[src/hdl/axc_pkg.sv]
package axc_pkg;
  localparam int CLK_HZ = 50_000_000;
  localparam int TICK_MS = 1;
  localparam int MS_CYCLES = CLK_HZ / 1000 * TICK_MS;
  localparam logic [13:0] TMIN_LO_MS = 14'h0010;
  localparam logic [13:0] TMIN_HI_MS = 14'h2710;
  localparam logic [9:0] RATIO_LO = 10'h001;
  localparam logic [9:0] RATIO_HI = 10'h3E8;
  localparam logic [13:0] RATIO_SPAN = 14'h000A;
  localparam int FREQ_HI_KHZ = 900;
  localparam logic [15:0] FREQ_HI_CNT = 16'(FREQ_HI_KHZ * TICK_MS);
  localparam logic [5:0] DIV_STEPS = 6'h2A;
  localparam logic [1:0] MASTER_AXIS = 2'h0;

  typedef enum logic [1:0] {INV_NONE, INV_MEAS, INV_SETPT, INV_BOTH} axc_inv_t;
  typedef enum logic [3:0] {
    CMD_NONE, CMD_NONSTOP_A, CMD_NONSTOP_EVT, CMD_NONSTOP_B, CMD_EVT_A, CMD_EVT_B,
    CMD_EVT_C, CMD_FORCED_POS, CMD_POINT
  } axc_cmd_t;
  typedef enum logic [1:0] {MOT_IDLE, MOT_NONSTOP, MOT_CHAINED, MOT_RUN} axc_mot_t;

  typedef struct packed {
    logic [1:0] enc_s1;
    logic [1:0] enc_s2;
    logic [1:0] enc_s3;
    logic evt_s1;
    logic evt_s2;
    logic evt_s3;
    logic signed [31:0] position;
    logic [5:0] event_task;
    axc_mot_t mot;
    logic stop_req;
    logic refused;
    logic done;
    logic evt_trig;
    logic [14:0] speed;
    logic [19:0] ramp_acc;
    logic [15:0] ms_cnt;
    logic ms_tick;
    logic [15:0] rate_cnt;
    logic [15:0] enc_rate;
    logic freq_err;
    logic cap_ptr;
    logic [31:0] cap1;
    logic [31:0] cap2;
    logic cap1_valid;
    logic cap2_valid;
    logic div_busy;
    logic [5:0] div_cnt;
    logic [10:0] div_rem;
    logic [41:0] div_quo;
    logic [9:0] div_den;
    logic div_neg;
    logic slave_req_d;
    logic learn;
    logic [31:0] offset;
    logic [31:0] slave_sp;
    logic slave_active;
    logic [15:0] dac;
  } axc_state_t;
endpackage

[src/hdl/axc_axis.sv]
`timescale 1ns/1ps
`default_nettype none
module axc_axis
  import axc_pkg::*;
#(
  parameter int P_MS_CYCLES = MS_CYCLES
) (
  input wire logic i_clk,
  input wire logic i_rstn,
  input wire logic [1:0] i_axis_num,
  input wire logic [5:0] i_event_task,
  input wire logic [1:0] i_inv_mode,
  input wire logic i_enc_a,
  input wire logic i_enc_b,
  input wire logic i_event_in,
  input wire logic i_seq_ctrl_disable,
  input wire logic i_cmd_valid,
  input wire logic [3:0] i_cmd_code,
  input wire logic i_next_cmd_pending,
  input wire logic i_move_end,
  input wire logic i_dir_neg,
  input wire logic [14:0] i_target_speed,
  input wire logic [14:0] i_top_speed,
  input wire logic [13:0] i_accel_limit,
  input wire logic [13:0] i_decel_limit,
  input wire logic i_slave_enable,
  input wire logic i_slave_from_meas,
  input wire logic [31:0] i_master_setpoint,
  input wire logic [31:0] i_master_position,
  input wire logic [9:0] i_ratio_num,
  input wire logic [9:0] i_ratio_den,
  input wire logic i_auto_offset,
  input wire logic [31:0] i_offset,
  input wire logic i_evt_falling,
  input wire logic i_cap_two,
  input wire logic i_cap1_falling,
  input wire logic i_cap2_falling,
  input wire logic i_cap_clear,
  output logic [5:0] o_event_task,
  output logic [31:0] o_position,
  output logic [15:0] o_dac_setpoint,
  output logic o_moving,
  output logic [14:0] o_speed,
  output logic o_stop_req,
  output logic o_cmd_refused,
  output logic o_move_done,
  output logic o_evt_trig,
  output logic [31:0] o_first_captured_position,
  output logic [31:0] o_second_captured_position,
  output logic o_first_cap_valid,
  output logic o_second_cap_valid,
  output logic [31:0] o_slave_setpoint,
  output logic o_slave_active,
  output logic [15:0] o_enc_rate,
  output logic o_encoder_freq_limit_err
);
  axc_state_t s_ff;
  axc_state_t nxt_s;

  function automatic logic [13:0] clamp_tmin(input logic [13:0] v);
    if (v < TMIN_LO_MS) return TMIN_LO_MS;
    if (v > TMIN_HI_MS) return TMIN_HI_MS;
    return v;
  endfunction

  function automatic logic [9:0] clamp_field(input logic [9:0] v);
    if (v < RATIO_LO) return RATIO_LO;
    if (v > RATIO_HI) return RATIO_HI;
    return v;
  endfunction

  logic a_now, b_now, a_old, b_old, enc_step, enc_up;
  logic evt_rise, evt_fall, hit1, hit2, seq_on, nonstop_cmd, chain_cmd;
  logic [14:0] speed_tgt, top;
  logic [13:0] tmin;
  logic [9:0] den_eff, num_eff;
  logic [13:0] num_x10, den_x10;
  logic [31:0] master_sel, master_mag, quo32;
  logic slave_req;

  always_comb begin
    a_now = s_ff.enc_s2[0];
    b_now = s_ff.enc_s2[1];
    a_old = s_ff.enc_s3[0];
    b_old = s_ff.enc_s3[1];
    enc_step = (a_now ^ a_old) ^ (b_now ^ b_old);
    enc_up = (a_old ^ b_now) ^ i_inv_mode[0];
    evt_rise = s_ff.evt_s2 & ~s_ff.evt_s3;
    evt_fall = ~s_ff.evt_s2 & s_ff.evt_s3;
    hit1 = i_cap1_falling ? evt_fall : evt_rise;
    hit2 = i_cap2_falling ? evt_fall : evt_rise;
    seq_on = ~i_seq_ctrl_disable;
    nonstop_cmd = (i_cmd_code == CMD_NONSTOP_A) || (i_cmd_code == CMD_NONSTOP_EVT) ||
                  (i_cmd_code == CMD_NONSTOP_B);
    chain_cmd = (i_cmd_code == CMD_EVT_A) || (i_cmd_code == CMD_EVT_B) ||
                (i_cmd_code == CMD_FORCED_POS);
    top = i_top_speed;
    speed_tgt = (s_ff.mot == MOT_IDLE) ? 15'h0000 :
                ((i_target_speed > top) ? top : i_target_speed);
    tmin = clamp_tmin((s_ff.speed < speed_tgt) ? i_accel_limit : i_decel_limit);
    den_eff = clamp_field(i_ratio_den);
    num_eff = clamp_field(i_ratio_num);
    num_x10 = 14'(num_eff) * RATIO_SPAN;
    den_x10 = 14'(den_eff) * RATIO_SPAN;
    if (num_x10 < 14'(den_eff)) num_eff = 10'((den_eff + 10'h009) / 10'h00A);
    else if (14'(num_eff) > den_x10) num_eff = 10'(den_x10);
    master_sel = i_slave_from_meas ? i_master_position : i_master_setpoint;
    master_mag = master_sel[31] ? 32'(-master_sel) : master_sel;
    quo32 = s_ff.div_neg ? 32'(-s_ff.div_quo[31:0]) : s_ff.div_quo[31:0];
    slave_req = i_slave_enable && (i_axis_num != MASTER_AXIS);
  end

  always_comb begin
    nxt_s = s_ff;
    nxt_s.enc_s1 = {i_enc_b, i_enc_a};
    nxt_s.enc_s2 = s_ff.enc_s1;
    nxt_s.enc_s3 = s_ff.enc_s2;
    nxt_s.evt_s1 = i_event_in;
    nxt_s.evt_s2 = s_ff.evt_s1;
    nxt_s.evt_s3 = s_ff.evt_s2;
    nxt_s.event_task = i_event_task;
    nxt_s.stop_req = 1'b0;
    nxt_s.refused = 1'b0;
    nxt_s.done = 1'b0;
    nxt_s.ms_tick = 1'b0;
    if (enc_step) begin
      nxt_s.position = enc_up ? s_ff.position + 32'sh1 : s_ff.position - 32'sh1;
    end
    // Frequency window of one tick
    if (s_ff.ms_cnt == 16'(P_MS_CYCLES - 1)) begin
      nxt_s.ms_cnt = 16'h0000;
      nxt_s.ms_tick = 1'b1;
      nxt_s.enc_rate = s_ff.rate_cnt;
      nxt_s.freq_err = s_ff.rate_cnt >= FREQ_HI_CNT;
      nxt_s.rate_cnt = {15'h0000, enc_step};
    end else begin
      nxt_s.ms_cnt = s_ff.ms_cnt + 16'h0001;
      if (enc_step && s_ff.rate_cnt != 16'hFFFF) nxt_s.rate_cnt = s_ff.rate_cnt + 16'h0001;
    end
    // Move sequencing
    if (i_cmd_valid && i_cmd_code != CMD_NONE) begin
      if (nonstop_cmd) nxt_s.mot = MOT_NONSTOP;
      else if (chain_cmd && s_ff.mot == MOT_NONSTOP) nxt_s.mot = MOT_CHAINED;
      else nxt_s.mot = MOT_RUN;
    end else if (i_move_end) begin
      case (s_ff.mot)
        MOT_NONSTOP: begin
          if (i_next_cmd_pending) begin
            nxt_s.mot = MOT_IDLE;
          end else if (seq_on) begin
            nxt_s.mot = MOT_IDLE;
            nxt_s.stop_req = 1'b1;
            nxt_s.refused = 1'b1;
          end
        end
        MOT_CHAINED: begin
          nxt_s.mot = MOT_IDLE;
          if (!i_next_cmd_pending && seq_on) nxt_s.stop_req = 1'b1;
          else nxt_s.done = 1'b1;
        end
        MOT_RUN: begin
          nxt_s.mot = MOT_IDLE;
          nxt_s.done = 1'b1;
        end
        default: nxt_s.mot = MOT_IDLE;
      endcase
    end
    // Ramp: top speed gained over tmin milliseconds
    if (s_ff.speed == speed_tgt) begin
      nxt_s.ramp_acc = 20'h00000;
    end else if (s_ff.ms_tick) begin
      nxt_s.ramp_acc = s_ff.ramp_acc + 20'(top);
    end else if (s_ff.ramp_acc >= 20'(tmin)) begin
      nxt_s.ramp_acc = s_ff.ramp_acc - 20'(tmin);
      nxt_s.speed = (s_ff.speed < speed_tgt) ? s_ff.speed + 15'h0001 : s_ff.speed - 15'h0001;
    end
    nxt_s.dac = (i_dir_neg ^ i_inv_mode[1]) ? 16'(-{1'b0, s_ff.speed}) : {1'b0, s_ff.speed};
    // Event edge and capture
    nxt_s.evt_trig = i_evt_falling ? evt_fall : evt_rise;
    if (i_cap_clear) begin
      nxt_s.cap1_valid = 1'b0;
      nxt_s.cap2_valid = 1'b0;
    end
    if (!i_cap_two) begin
      nxt_s.cap_ptr = 1'b0;
      if (hit1) begin
        nxt_s.cap1 = s_ff.position;
        nxt_s.cap1_valid = 1'b1;
      end
    end else if (!s_ff.cap_ptr && hit1) begin
      nxt_s.cap1 = s_ff.position;
      nxt_s.cap1_valid = 1'b1;
      nxt_s.cap_ptr = 1'b1;
    end else if (s_ff.cap_ptr && hit2) begin
      nxt_s.cap2 = s_ff.position;
      nxt_s.cap2_valid = 1'b1;
      nxt_s.cap_ptr = 1'b0;
    end
    // Slaving: sequential divide of master times numerator by denominator
    nxt_s.slave_req_d = slave_req;
    nxt_s.slave_active = slave_req;
    if (slave_req && !s_ff.slave_req_d) nxt_s.learn = i_auto_offset;
    if (!slave_req) nxt_s.learn = 1'b0;
    if (!s_ff.div_busy) begin
      if (slave_req) begin
        nxt_s.div_busy = 1'b1;
        nxt_s.div_cnt = DIV_STEPS;
        nxt_s.div_rem = 11'h000;
        nxt_s.div_quo = 42'(master_mag) * 42'(num_eff);
        nxt_s.div_den = den_eff;
        nxt_s.div_neg = master_sel[31];
      end
    end else if (s_ff.div_cnt != 6'h00) begin
      nxt_s.div_cnt = s_ff.div_cnt - 6'h01;
      nxt_s.div_rem = {s_ff.div_rem[9:0], s_ff.div_quo[41]};
      nxt_s.div_quo = {s_ff.div_quo[40:0], 1'b0};
      if (nxt_s.div_rem >= {1'b0, s_ff.div_den}) begin
        nxt_s.div_rem = nxt_s.div_rem - {1'b0, s_ff.div_den};
        nxt_s.div_quo[0] = 1'b1;
      end
    end else begin
      nxt_s.div_busy = 1'b0;
      if (slave_req) begin
        if (s_ff.learn) begin
          nxt_s.offset = s_ff.position - quo32;
          nxt_s.learn = 1'b0;
          nxt_s.slave_sp = s_ff.position;
        end else begin
          nxt_s.slave_sp = quo32 + (i_auto_offset ? s_ff.offset : i_offset);
        end
      end
    end
  end

  always_ff @(posedge i_clk or negedge i_rstn) begin
    if (!i_rstn) begin
      s_ff <= '0;
    end else begin
      s_ff <= nxt_s;
    end
  end

  assign o_event_task = s_ff.event_task;
  assign o_position = s_ff.position;
  assign o_dac_setpoint = s_ff.dac;
  assign o_moving = s_ff.mot != MOT_IDLE;
  assign o_speed = s_ff.speed;
  assign o_stop_req = s_ff.stop_req;
  assign o_cmd_refused = s_ff.refused;
  assign o_move_done = s_ff.done;
  assign o_evt_trig = s_ff.evt_trig;
  assign o_first_captured_position = s_ff.cap1;
  assign o_second_captured_position = s_ff.cap2;
  assign o_first_cap_valid = s_ff.cap1_valid;
  assign o_second_cap_valid = s_ff.cap2_valid;
  assign o_slave_setpoint = s_ff.slave_sp;
  assign o_slave_active = s_ff.slave_active;
  assign o_enc_rate = s_ff.enc_rate;
  assign o_encoder_freq_limit_err = s_ff.freq_err;

  AST_SEQ_STOP: assert property (@(posedge i_clk) disable iff (!i_rstn)
    (s_ff.mot == MOT_NONSTOP && i_move_end && !i_cmd_valid && !i_next_cmd_pending && seq_on)
    |=> (o_stop_req && o_cmd_refused && !o_moving))
    else $error("nonstop move not halted with refusal");
  AST_SEQ_OFF_RUN: assert property (@(posedge i_clk) disable iff (!i_rstn)
    (s_ff.mot == MOT_NONSTOP && i_move_end && !i_cmd_valid && !i_next_cmd_pending && !seq_on)
    |=> (!o_stop_req && o_moving))
    else $error("nonstop move stopped with sequence control off");
  AST_CHAIN_STOP: assert property (@(posedge i_clk) disable iff (!i_rstn)
    (s_ff.mot == MOT_CHAINED && i_move_end && !i_cmd_valid && !i_next_cmd_pending && seq_on)
    |=> (o_stop_req && !o_cmd_refused && !o_move_done))
    else $error("chained command not halted");
  AST_TMIN_RANGE: assert property (@(posedge i_clk) disable iff (!i_rstn)
    (tmin >= TMIN_LO_MS) && (tmin <= TMIN_HI_MS))
    else $error("ramp time out of range");
  AST_RATIO_RANGE: assert property (@(posedge i_clk) disable iff (!i_rstn)
    (14'(num_eff) * RATIO_SPAN >= 14'(den_eff)) && (14'(num_eff) <= den_x10))
    else $error("ratio outside 0.1 to 10");
  AST_MASTER_ONLY: assert property (@(posedge i_clk) disable iff (!i_rstn)
    (i_axis_num == MASTER_AXIS) |=> !o_slave_active)
    else $error("axis zero acting as slave");
  AST_EVT_EDGE: assert property (@(posedge i_clk) disable iff (!i_rstn)
    (!i_evt_falling && $rose(s_ff.evt_s2)) |=> o_evt_trig)
    else $error("selected event edge missed");
  AST_CAP_SECOND: assert property (@(posedge i_clk) disable iff (!i_rstn)
    (i_cap_two && s_ff.cap_ptr && hit2) |=> (o_second_captured_position == $past(o_position)
    && !s_ff.cap_ptr))
    else $error("second capture not taken");
  AST_CAP_HOLD: assert property (@(posedge i_clk) disable iff (!i_rstn)
    !hit1 |=> $stable(o_first_captured_position))
    else $error("first capture changed without edge");
  AST_MEAS_INV: assert property (@(posedge i_clk) disable iff (!i_rstn)
    (enc_step && (a_old ^ b_now) && i_inv_mode[0]) |=> (o_position == $past(o_position) - 1))
    else $error("measurement inversion not applied");
endmodule // axc_axis
`default_nettype wire

[config.mk]
export PLATFORM = sky130hd
export DESIGN_NAME = axc_axis
export DESIGN_NICKNAME = d
export VERILOG_FILES = /design/src/hdl/axc_pkg.sv /design/src/hdl/axc_axis.sv
export SDC_FILE = /design/constraint.sdc
export NUM_CORES = 2
export LEC_CHECK = 0
export BUFFER_PORTS_ARGS = -buffer_cell sky130_fd_sc_hd__buf_2
export CAP_MARGIN = 20
export CORE_MARGIN = 1.5
export CORE_UTILIZATION = 65
export CTS_BUF_LIST = sky130_fd_sc_hd__clkbuf_8
export CTS_CLUSTER_SIZE = 20
export DETAILED_ROUTE_END_ITERATION = 10
export GPL_ROUTABILITY_DRIVEN = 0
export PLACE_DENSITY = 0.85
export SETUP_SLACK_MARGIN = 0.3
export SYNTH_ARGS = -nofsm -noshare
export SYNTH_HDL_FRONTEND = slang
export SYNTH_SLANG_ARGS = --single-unit
[constraint.sdc]
create_clock -name i_clk -period 13.4 [get_ports i_clk]
set_input_delay 2.01 -clock i_clk [delete_from_list [all_inputs] [get_ports i_clk]]
set_output_delay 2.01 -clock i_clk [all_outputs]
set_load 0.02 [all_outputs]
After elaboration in Yosys (flattened, before gate mapping)
Cells that the tools add are included.

Flip-flop bits (word level): 357. Memory bits (writable): 0. Latch bits: 0. Word-level logic and storage cells: 216. Bits of input ports: 206. Memories: 0. Output and inout bits: 190. ROM bits: 0.

Equal/unequal tests: 16. $add $sub $neg: 16. Reductions and logical operators: 33. Shift-type cells: 0. Muxes and demuxes: 82. Magnitude comparators: 13. Div/mod/pow operators: 1. Bitwise logic cells: 16. Multipliers: 3.

Operators by type and width (number): 32-bit two-way mux (8); 65-bit two-way mux (3); 10-bit two-way mux (10); 71-bit two-way mux (1); 14-bit two-way mux (5); 33-bit two-way mux (2); 16-bit two-way mux (4); 32-bit negator (2); 20-bit two-way mux (3); 60-bit two-way mux (1); 59-bit two-way mux (1); 15-bit two-way mux (3); 32-bit by 10-bit multiplier with 42-bit output (1); 16-bit by 1-bit adder with 16-bit output (second input constant) (2); 32-bit by 2-bit adder with 32-bit output (second input constant) (1); 32-bit adder (1); 32-bit by 2-bit subtractor with 32-bit output (second input constant) (1); 32-bit subtractor (1); 1-bit two-way mux (29); 10-bit by 3-bit multiplier with 13-bit output (second input constant) (2); 20-bit by 15-bit adder with 20-bit output (1); 20-bit by 14-bit greater-or-equal comparator with 1-bit output (1); 10-bit greater-than comparator (second input constant) (2); 10-bit by 1-bit less-than comparator with 1-bit output (second input constant) (2); other kinds (47) (93).

Depth between registers and ports, before layout
Word-level depth: 14. Depth in mapped cells: 44. Gate-level depth less buffers: 42.

Worst setup path after synthesis
No wires, ideal clock.

Kind: input to register. From: in i_ratio_den[8]. To: reg s_ff[130] (netlist name). Arrival: 11489 ps. Path buffers: 3. Setup slack: 1774 ps. Required time: 13263 ps. Library setup time: 137 ps. Stages: 41. Path through: buf_2 and2_1 nand2_1 o21ai_0 inv_1 ha_1 ha_1 inv_1 fa_1 ha_1 nand3_1 o21bai_1 a21boi_0 o21a_1 o21a_1 o21a_1 o211ai_1 clkbuf_1 [5 not listed] fa_1 fa_1 inv_1 fa_1 inv_1 fa_1 inv_1 ha_1 a21o_1 a21o_1 a2111o_1 o211ai_1 o31ai_1 o21ai_0 nand3b_1 a31oi_1 mux2i_1 o22ai_1.

Word-level cells in the longest chain between the ends: 12. Elaborated cells between the ends (all ways): 18. Those cells by class: add/sub: 1; mul: 2; div: 1; order compare: 4; mux: 10.

RTL lines: start, declared (RTL line axc_axis.sv:31) `input wire logic [9:0] i_ratio_den,`; 10-bit greater-than comparator (RTL line axc_axis.sv:68) `if (v > RATIO_HI) return RATIO_HI;`; 1-bit two-way mux (2 in a row) (RTL line axc_axis.sv:68); 10-bit two-way mux (RTL line axc_axis.sv:69) `return v;`; 10-bit two-way mux (*) (RTL line axc_axis.sv:68); via den_eff[1] (RTL line axc_axis.sv:76) `logic [9:0] den_eff, num_eff;`; parallel branches: the longest is 3 deep, another holds 10-bit by 4-bit adder with 10-bit output; 10-bit two-way mux (*) (RTL line axc_axis.sv:105) `if (num_x10 < 14'(den_eff)) num_eff = 10'((den_eff + 10'h009) / 10'h00A);`; 32-bit by 10-bit multiplier with 42-bit output (*) (RTL line axc_axis.sv:209) `nxt_s.div_quo = 42'(master_mag) * 42'(num_eff);`; 71-bit two-way mux (*) (RTL line axc_axis.sv:205) `if (slave_req) begin`; 60-bit two-way mux (*) (RTL line axc_axis.sv:204) `if (!s_ff.div_busy) begin`; end signal, assigned (RTL line axc_axis.sv:239) `s_ff <= nxt_s;`; end, declared (RTL line axc_axis.sv:57) `axc_state_t s_ff;`.

Mark *: on every way through the listed nets, which the timed path passes. The select of a mux whose other input is x is not followed. A chain may end at the register's enable or synchronous reset.

Final worst setup path
Ends and elaborated chain as after synthesis.

==> results.yml <==
worst_setup_path:
  r2r_start: "s_ff[311]$_DFFE_PN0P_"
  crit_type: "in2reg"
  arrival_ps: 12570
  worst_setup_path_start_kind: "primary input"
  timing.rr.end: "s_ff[288]$_DFFE_PN0P_"
  cp_common_cell: "fa_1"
  rrSetupSlack_ps: 4990
  worstPathRequired_ps: 13910
  end_kind: "register"
  r2r_cells: 32
  cp_max_fo: 23
  crit_slowest_cell: "fa_1"
  cpPeakStageDelay_ps: 590
timing:
  post-route-period-util_pct: 90.05
  setup_viol: 0
  fin_worst_skew_ps: 23.35
  slew_violations: 0
  fmax_mhz: 82.88
  tns_ps: 0
  rsz0062_at_grt: "false"
  hold_viol: 0
  slew_headroom_pct: 23.57
  worst_pin_slew_ps: 1143
  fin_crit_ps: 12070
routing:
  drt-wirelength-per-cell_um: 17.55
  wirelength_um: 94390
  viasPerCell: 5.956
  drc: 0
  dr.pass1.iters: 8
  first_iter_violations: 2484
  ant_nets: 0
  route.vias.total: 32025
cts:
  clock_latency_ps: 640
  cts_setup_buffers: 0
  cts.reportedPaths.clkPinSlew_ps: 70
  cts.sinks: 357
  cts_buffer_depth: 3
  htree_num_levels: 2
  tritoncts: "done"
  cts_made_buffers: 55
  cts_hold_buf: 0
  ctsResizeCount: 0
  clockRootBuffer: "clkbuf_8"
synth:
  synth.distinct_cells: 85
  ys_seq_elements: 357
  yosysWarnings: 0
  synth_enable_flop_cells: 0
  synth.net_count: 5176
  synth_flop_cell: "dfrtp_1"
  synthCells: 4410
  async_reset_ff_share_pct: 100.0
  netlist_area_um2: 37960
  ys_seq_area_share_pct: 23.53
  syn-mean-instance-area_um2: 8.608
floorplanning:
  die-area_um2: 59860
  die_y_um: 244.7
  die_x_um: 244.7
  start_util_pct: 65.79
  coreArea_um2: 57700
  rows: 88
  io_pins: 396
grt:
  grt_pass1_wl_um: 155800
  track_usage_pct: 31.50
  grt_pass1_vias: 31676
  gr-total-overflow: 0
  grt_max_degree: 166
  antenna_found_initial: 5
hold_path:
  min_from: "nxt_s[356]$_DFF_PN0_"
  hold_path_class: "reg2reg"
  min_delay_path_depth: 0
  min_to: "b_now$_DFF_PN0_"
final_layout:
  nets: 5332
  num-fill-cells: 4515
  final_common_cell: "nand2_1"
  final_cell_area_um2: 40540
  layout_common_cells: "nand2_1 (580), inv_1 (436), buf_2 (394), dfrtp_1 (356), ha_1 (313)"
  drive_above_1_share_pct: 15.45
  area_delta_synth_final_pct: 6.803
placement:
  port_buffers: 395
  dpl_cell_area_um2: 39370
  dp_hpwl_um: 73610
status:
  status: "completed"
flow_run:
  cap_violations: 0
## layer usage
metal  routed length, um  GRT usage [%]
met1               39960          42.20
met2               44230          52.49
met3                7014          4.122
met4                3174          11.26
met5                  16              0
## critical path: cells and delay by family
kind / cells / cell delay [ps]
AO/OA/AOI/OAI: 11 / 2770
XOR/XNOR: 1 / 240
adder cells (fa/ha/maj): 10 / 4050
buffers and inverters: 8 / 1280
multiplexers: 3 / 850
AND/OR/NAND/NOR: 9 / 1350
## worst max-delay path by stage
| stage | to | from |
|---|---|---|
| after floorplan | s_ff[130]$_DFFE_PN0P_ | i_ratio_den[8] |
| after global routing | s_ff[126]$_DFFE_PN0P_ | i_ratio_den[8] |
| final | s_ff[130]$_DFFE_PN0P_ | i_ratio_den[8] |
| after CTS | s_ff[130]$_DFFE_PN0P_ | i_ratio_den[6] |
| after detailed placement | s_ff[130]$_DFFE_PN0P_ | i_ratio_den[6] |
| after global placement | s_ff[130]$_DFFE_PN0P_ | i_ratio_den[8] |
## Yosys cell counts (115+ instances only)
| cell type | n | area, um^2 |
|---|---|---|
| nand2_1 | 581 | 2181 |
| inv_1 | 420 | 1577 |
| dfrtp_1 | 357 | 8934 |
| ha_1 | 313 | 3916 |
| o21ai_0 | 250 | 1251 |
| fa_1 | 247 | 4945 |
| a21oi_1 | 241 | 1206 |
| nor2_1 | 239 | 897.1 |
| buf_4 | 182 | 1366 |
| xnor2_1 | 148 | 1296 |
| mux2_2 | 143 | 1610 |
| xor2_1 | 135 | 1182 |
| clkbuf_1 | 128 | 480.5 |
| nor2b_1 | 115 | 719.4 |
## flip-flops by register name, indices dropped and copies added, names as in the netlist, 4 cells and up
| register | count |
|---|---|
| o_second_captured_position | 32 |
| o_position | 32 |
| o_speed | 15 |
| o_slave_setpoint | 32 |
| s_ff | 160 |
| o_dac_setpoint | 16 |
| o_first_captured_position | 32 |
| nxt_s | 4 |
| o_enc_rate | 16 |
| o_event_task | 6 |
## logic make-up (layout without fill, tap and decap cells)
group           Yosys count  count (layout)  share of synthesized area (%)
flops                   357             357                          23.53
simple gates           1329            1329                          16.23
compound gates          918             918                          15.11
other cells               0               3                              0
xor+xnor                284             284                          6.572
mux                     202             202                          5.811
buf+inv                 758             957                          9.341
fa+ha+maj               562             562                          23.40
## per-stage QoR
step	hold WS [ps]	setup WS [ps]	instances	utilization (%)
after detailed placement	353.0	823.5	5274	68.24
after floorplan	331.2	1774	4410	-
final	361.7	1334	5377	70.27
after global routing	372.8	546.5	5377	70.27
after global placement	333.4	1254	5274	68.24
after CTS	366.3	1458	5374	70.26
## layout make-up
| type | instances | area, um^2 | area share (%) |
|---|---|---|---|
| antenna | 3 | 7.507 | 0.01852 |
| clock buffer | 66 | 908.4 | 2.241 |
| clock inverter | 34 | 254.0 | 0.6265 |
| inverter | 423 | 1588 | 3.916 |
| multi-input combinational | 3295 | 25590 | 63.11 |
| sequential | 357 | 8935 | 22.04 |
| tap | 765 | 957.2 | 2.361 |
| timing repair buffer | 434 | 2305 | 5.685 |
Power is not shown: default switching activity piles up to over one toggle a cycle in this logic, so the estimate is an artifact.
